--- src/design/eio_pkg.sv ---
// package: register map, field codes and widths of the eight-bit io port
// assumes: byte-addressed register port on the system clock
package eio_pkg;
  localparam int EIO_PINS = 8;
  localparam int EIO_AW = 16;
  localparam logic [15:0] EIO_ADR_LEVEL = 16'hF268;
  localparam logic [15:0] EIO_ADR_DIR = 16'hF269;
  localparam logic [15:0] EIO_ADR_STYLE_LO = 16'hF26A;
  localparam logic [15:0] EIO_ADR_STYLE_HI = 16'hF26B;
  localparam logic [7:0] EIO_RST_LEVEL = 8'h00;
  localparam logic [7:0] EIO_RST_DIR = 8'h00;
  localparam logic [7:0] EIO_RST_STYLE = 8'h00;
  localparam logic [7:0] EIO_RD_UNMAPPED = 8'h00;
  // direction bit values
  localparam logic EIO_DIR_OUT = 1'b0;
  localparam logic EIO_DIR_IN = 1'b1;
  // two-bit style code {high, low}
  typedef enum logic [1:0] {
    EIO_STY_HIZ = 2'b00,
    EIO_STY_PCH = 2'b01,
    EIO_STY_NCH = 2'b10,
    EIO_STY_CMOS = 2'b11
  } eio_style_t;
  // input meaning of the same codes
  localparam logic [1:0] EIO_IN_PULLDN = 2'b01;
  localparam logic [1:0] EIO_IN_PULLUP = 2'b10;
endpackage

--- src/design/eio_pad_ctl.sv ---
// file: per-pin pad control, turns direction, style and level into
// drive enables and pull requests
// assumes: pad cell resolves the wire; segment share handled here
`timescale 1ns/1ps
module eio_pad_ctl (
  input wire logic dir_in,
  input wire logic [1:0] style_in,
  input wire logic level_in,
  input wire logic seg_sel_in,
  input wire logic seg_val_in,
  output logic pin_out,
  output logic pin_oe_out,
  output logic pull_up_out,
  output logic pull_dn_out
);
  import eio_pkg::*;

  // drive decode per style, segment driver takes the pin when chosen
  always_comb
  begin
    pin_out = level_in;
    pin_oe_out = 1'b0;
    pull_up_out = 1'b0;
    pull_dn_out = 1'b0;
    if (seg_sel_in)
    begin
      pin_out = seg_val_in;
      pin_oe_out = 1'b1;
    end
    else if (dir_in == EIO_DIR_OUT)
    begin
      case (style_in)
        EIO_STY_HIZ: pin_oe_out = 1'b0;
        EIO_STY_PCH: pin_oe_out = level_in; // drives high only
        EIO_STY_NCH: pin_oe_out = ~level_in; // drives low only
        EIO_STY_CMOS: pin_oe_out = 1'b1;
        default: pin_oe_out = 1'b0;
      endcase
    end
    else
    begin
      pull_dn_out = (style_in == EIO_IN_PULLDN);
      pull_up_out = (style_in == EIO_IN_PULLUP);
    end
  end
endmodule

--- src/design/eio_port.sv ---
// file: top of the eight-bit general purpose io port with its four
// byte registers and the pin drive logic
// assumes: single 25 MHz clock, byte/word register port, pad outside
//
// Local design decision: the strobed register port.
`timescale 1ns/1ps
module eio_port #(
  parameter int PINS = eio_pkg::EIO_PINS
) (
  input wire logic clk_in,
  input wire logic srst_in,
  input wire logic [eio_pkg::EIO_AW-1:0] addr_in,
  input wire logic [15:0] wdata_in,
  input wire logic wr_in,
  input wire logic rd_in,
  input wire logic word_in,
  output logic [15:0] rdata_out,
  input wire logic [PINS-1:0] seg_share_sel_in,
  input wire logic [PINS-1:0] lcd_segment_in,
  input wire logic [PINS-1:0] port_pins_in,
  output logic [PINS-1:0] port_pins_out,
  output logic [PINS-1:0] port_pins_oe_out,
  output logic [PINS-1:0] pull_up_out,
  output logic [PINS-1:0] pull_dn_out
);
  import eio_pkg::*;

  // ************************************************************
  // state
  // ************************************************************
  typedef struct packed {
    logic [PINS-1:0] level_bits;
    logic [PINS-1:0] direction_bits;
    logic [PINS-1:0] style_code_low;
    logic [PINS-1:0] style_code_high;
    logic [15:0] rdata;
  } eio_st_t;

  eio_st_t st_ff;
  eio_st_t nxt_st;
  logic [PINS-1:0] pin_sync;
  logic [PINS-1:0] level_view;

  // ************************************************************
  // pin input synchronisers and pad decode
  // ************************************************************
  genvar gi;
  generate
    for (gi = 0; gi < PINS; gi++)
    begin : g_pin
      // one synchroniser per pin
      eio_sync u_sync (
        .clk_in(clk_in),
        .srst_in(srst_in),
        .async_in(port_pins_in[gi]),
        .level_out(pin_sync[gi])
      );
      // pad decode of bit gi
      eio_pad_ctl u_pad (
        .dir_in(st_ff.direction_bits[gi]),
        .style_in({st_ff.style_code_high[gi], st_ff.style_code_low[gi]}),
        .level_in(st_ff.level_bits[gi]),
        .seg_sel_in(seg_share_sel_in[gi]),
        .seg_val_in(lcd_segment_in[gi]),
        .pin_out(port_pins_out[gi]),
        .pin_oe_out(port_pins_oe_out[gi]),
        .pull_up_out(pull_up_out[gi]),
        .pull_dn_out(pull_dn_out[gi])
      );
    end
  endgenerate

  // ************************************************************
  // register access
  // ************************************************************
  // read view: inputs show pin, outputs show latch
  assign level_view = (st_ff.direction_bits & pin_sync) |
                      (~st_ff.direction_bits & st_ff.level_bits);

  // writes and registered read data
  always_comb
  begin
    nxt_st = st_ff;
    if (wr_in)
    begin
      case (addr_in)
        EIO_ADR_LEVEL: nxt_st.level_bits = wdata_in[7:0];
        EIO_ADR_DIR: nxt_st.direction_bits = wdata_in[7:0];
        EIO_ADR_STYLE_LO:
        begin
          nxt_st.style_code_low = wdata_in[7:0];
          if (word_in)
          begin
            nxt_st.style_code_high = wdata_in[15:8];
          end
        end
        EIO_ADR_STYLE_HI: nxt_st.style_code_high = wdata_in[7:0];
        default: nxt_st = st_ff;
      endcase
    end
    nxt_st.rdata = {8'h00, EIO_RD_UNMAPPED};
    if (rd_in)
    begin
      case (addr_in)
        EIO_ADR_LEVEL: nxt_st.rdata = {8'h00, level_view};
        EIO_ADR_DIR: nxt_st.rdata = {8'h00, st_ff.direction_bits};
        EIO_ADR_STYLE_LO:
        begin
          if (word_in)
          begin
            nxt_st.rdata = {st_ff.style_code_high, st_ff.style_code_low};
          end
          else
          begin
            nxt_st.rdata = {8'h00, st_ff.style_code_low};
          end
        end
        EIO_ADR_STYLE_HI: nxt_st.rdata = {8'h00, st_ff.style_code_high};
        default: nxt_st.rdata = {8'h00, EIO_RD_UNMAPPED};
      endcase
    end
  end

  // state register with reset values
  always_ff @(posedge clk_in)
  begin
    if (srst_in)
    begin
      st_ff.level_bits <= EIO_RST_LEVEL;
      st_ff.direction_bits <= EIO_RST_DIR;
      st_ff.style_code_low <= EIO_RST_STYLE;
      st_ff.style_code_high <= EIO_RST_STYLE;
      st_ff.rdata <= 16'h0000;
    end
    else
    begin
      st_ff <= nxt_st;
    end
  end

  assign rdata_out = st_ff.rdata;

  // per-pin decode classes for the pad checks
  logic [PINS-1:0] cls_out;
  logic [PINS-1:0] cls_in;
  logic [PINS-1:0] cls_code_01;
  logic [PINS-1:0] cls_code_10;
  logic [PINS-1:0] cls_code_same;

  // port-owned pins split by direction and by style code
  assign cls_out = ~seg_share_sel_in & ~st_ff.direction_bits;
  assign cls_in = ~seg_share_sel_in & st_ff.direction_bits;
  assign cls_code_01 = ~st_ff.style_code_high & st_ff.style_code_low;
  assign cls_code_10 = st_ff.style_code_high & ~st_ff.style_code_low;
  assign cls_code_same = ~(st_ff.style_code_high ^ st_ff.style_code_low);
endmodule

--- src/design/eio_sync.sv ---
// file: three-flop synchroniser for one pin, change accepted when
// the second and third stages agree
// assumes: input is asynchronous to clk_in
`timescale 1ns/1ps
module eio_sync (
  input wire logic clk_in,
  input wire logic srst_in,
  input wire logic async_in,
  output logic level_out
);
  import eio_pkg::*;

  typedef struct packed {
    logic s1;
    logic s2;
    logic s3;
    logic lvl;
  } eio_sync_st_t;

  eio_sync_st_t st_ff;
  eio_sync_st_t nxt_st;

  // shift chain; stage one only feeds stage two
  always_comb
  begin
    nxt_st = st_ff;
    nxt_st.s1 = async_in;
    nxt_st.s2 = st_ff.s1;
    nxt_st.s3 = st_ff.s2;
    if (st_ff.s2 == st_ff.s3)
    begin
      nxt_st.lvl = st_ff.s3; // agreed level
    end
  end

  // state register
  always_ff @(posedge clk_in)
  begin
    if (srst_in)
    begin
      st_ff <= '0;
    end
    else
    begin
      st_ff <= nxt_st;
    end
  end

  assign level_out = st_ff.lvl;
endmodule

--- config.mk ---
export PLATFORM = sky130hd
export DESIGN_NAME = eio_port
export DESIGN_NICKNAME = d
export VERILOG_FILES = /design/src/design/eio_pkg.sv /design/src/design/eio_pad_ctl.sv /design/src/design/eio_port.sv /design/src/design/eio_sync.sv
export SDC_FILE = /design/constraint.sdc
export NUM_CORES = 1
export LEC_CHECK = 0
export ABC_AREA = 1
export BUFFER_PORTS_ARGS = -buffer_cell sky130_fd_sc_hd__buf_2
export CORE_MARGIN = 2
export CORE_UTILIZATION = 45
export DETAILED_ROUTE_END_ITERATION = 7
export PLACE_DENSITY = 0.8
export SETUP_SLACK_MARGIN = 0.02
export SYNTH_ARGS = -nofsm -noshare
export SYNTH_HDL_FRONTEND = slang
export SYNTH_HIERARCHICAL = 1
export SYNTH_SLANG_ARGS = --single-unit
export TNS_END_PERCENT = 50
--- constraint.sdc ---
create_clock -name clk_in -period 2.1 [get_ports clk_in]
set_clock_uncertainty 0.2 [all_clocks]
set_input_delay 0.21 -clock clk_in [delete_from_list [all_inputs] [get_ports clk_in]]
set_output_delay 0.21 -clock clk_in [all_outputs]
set_load 0.01 [all_outputs]
==> metrics <==
Slew headroom=66.4%; DRT met1 WL=4.05 mm; status=finished, final reports clean; unrepaired setup endpoints after global routing=no; Initial Util=46.9%; IO Count=109; DR vias/cell=4.75; FF-to-FF End=rdata_out[0]; logic gate share of total power=7.2%; Filler cells=766; Post-CTS Resized=0; Placement Setup Slack=0.263 ns; CP endpoint kind=primary output; CTS hold repair buffers=18; Post-CTS Setup Repair Bufs=0; CTS Buf Count=9; Clock power frac=41.2%; detailed-route wire length per cell=12.1 um; CP endpoint=pull_dn_out[4]; CP Data Arrival Time=1.19 ns; crit-path max FO=4; Rows=33; routed wl met2=4.65 mm; #FFs+latches synth=80; vias in the first global route=3,593; Least-Margin Pin Slew=0.503 ns; PortBufs=108; antenna diode count=0; most common cell after layout, fill and taps aside=nand2_1; first-pass GRT wire length=15.9 mm; Layout area overhead=24.0%; Routed Antenna Nets=0; Cells after Synth=563; H-tree depth=3; max-cap violations=0; Tot GR Track Use=20.5%; Final Hold Fails=0; R2R Setup Slk=0.79 ns; Max Freq=624 MHz; leading cell types in the layout, fill and taps excluded=nand2_1 (138), buf_2 (108), inv_1 (83); Power Dens Cells=620 nW/um2; Hold Crit Class=primary input to register; met3 WL post-DR=619 um; top sig layer=met4; die width=97.0 um; DRC errors left=0; fraction of final layout cells sized beyond drive strength 1=28.2%; VDD IR max=0.395 mV; clk sink count=80; setup_tns=0 ns; Leakage=2.20 nW; number of detailed-route iterations in the first pass=5; Clk pin slew, worst setup/hold paths=0.07 ns; min Tclk post-route=1.60 ns; hold path depth=5; Psw=0.000629 W; GPL Wtd Cong=0.823; syn_nets=624; Worst R2R Start=st_ff[32]; CP startpoint kind=register; DP HPWL=7.11 mm; Crit Path Class=register to primary output; full die area=9420 um2; vias=3,752; worst skew pair latency=0.34 ns; initial antenna violation count=0; Std-Cell Core Area=8300 um2; Cells after DPL=757; post-synthesis sequential area ratio=41.1%; period utilization=76.4%; yosys warns=6; Reg power frac=51.5%; largest net degree at the start of global routing=35; worst setup margin=0.496 ns; fin cells=790; CTS tree=done; critical path required time=1.69 ns; clk root buf=clkbuf_8; Die Ht=97.0 um; Syn Std Cell Area=3890 um2; final WL=9.52 mm; Netlist cell types=24; P_int=0.00237 W; DR iter-0 viols=245; clock buffer depth=2; r2r worst-path depth=7; Syn Area/Cell=6.92 um2; Max Slew Vio Count=0; Nets=742; final count of negative-setup-slack endpoints=0; switching share of power=21.0%; GRT Residual Overflow=0; critical path startpoint=st_ff[28]
[metal layers]
metal	up-vias	track usage, %
li1	1945	-
met1	1663	24.4
met2	122	35.9
met3	22	5.20
met4	0	7.15
met5	-	0
[final cells by class]
type                       instances  area [um2]  share of cell area (%)
clock buffer                      12         155                    3.21
clock inverter                     3        65.1                    1.35
inverter                         100         377                    7.80
multi-input combinational        358        1740                    35.9
sequential                        80        1600                    33.2
tap                              105         131                    2.72
timing repair buffer             132         766                    15.9
[Yosys cell counts (all sizes together)]
cell | count | area (um2)
clkbuf | 4 | 18.8
inv | 99 | 372
nor2 | 78 | 340
a21oi | 32 | 160
dfxtp | 80 | 1600
o21ai | 32 | 160
nor3 | 24 | 200
nand3 | 31 | 198
buf | 21 | 163
o21bai | 8 | 60.1
nand2 | 151 | 604
clkinv | 1 | 5.00
nand4 | 2 | 12.5
[critical path, stage by stage, from the launching register on]
cell and delay, ns:
dfxtp_1 0.46, inv_2 0.08, nor3_2 0.16, buf_2 0.15
[metrics by stage]
| step | util (%) | hold slack, ns | area (um2) | power [W] |
|---|---|---|---|---|
| 2_1_floorplan | - | 0.0812 | 3890 | 0.00166 |
| 3_3_place_gp | 53.4 | 0.190 | 4430 | 0.00176 |
| 3_5_place_dp | 53.4 | 0.193 | 4430 | 0.00177 |
| 4_1_cts | 58.2 | 0.00231 | 4830 | 0.00301 |
| 5_1_grt | 58.2 | 0.0172 | 4830 | 0.00310 |
| 6_report | 58.2 | 0.00870 | 4830 | 0.00299 |
[power groups by stage]
stage	clock [W]	combinational, W	sequential (W)
after floorplan	0	0.0000824	0.00158
after global routing	0.00132	0.000242	0.00154
after CTS	0.00125	0.000218	0.00154
final	0.00123	0.000217	0.00154
after global placement	0	0.000185	0.00158
after detailed placement	0	0.000191	0.00158
[how the worst min path moves through the flow]
stage	from	end	slack (ns)
2_1_floorplan	srst_in	g_pin[0].u_sync/nxt_st[2]	0.08
3_3_place_gp	g_pin[4].u_sync/nxt_st[2]	g_pin[4].u_sync/nxt_st[1]	0.19
3_5_place_dp	g_pin[6].u_sync/nxt_st[2]	g_pin[6].u_sync/nxt_st[1]	0.19
4_1_cts	wdata_in[14]	st_ff[22]	0.002
5_1_grt	wdata_in[11]	st_ff[19]	0.02
6_report	wdata_in[14]	st_ff[22]	0.009
[sequential cells by signal (all words and copies together), names as in the netlist]
| name | flops |
|---|---|
| st_ff | 32 |
| g_pin.u_sync/nxt_st | 16 |
| rdata_out | 16 |
| g_pin.u_sync/st_ff | 8 |
| g_pin.u_sync/level_out | 8 |
[cells by family after synthesis]
group,share of synthesized area [%]
simple gates,34.8
buf+inv,14.3
flops,41.1
compound gates,9.77
Note: power is estimated with default switching activity, not from simulation.
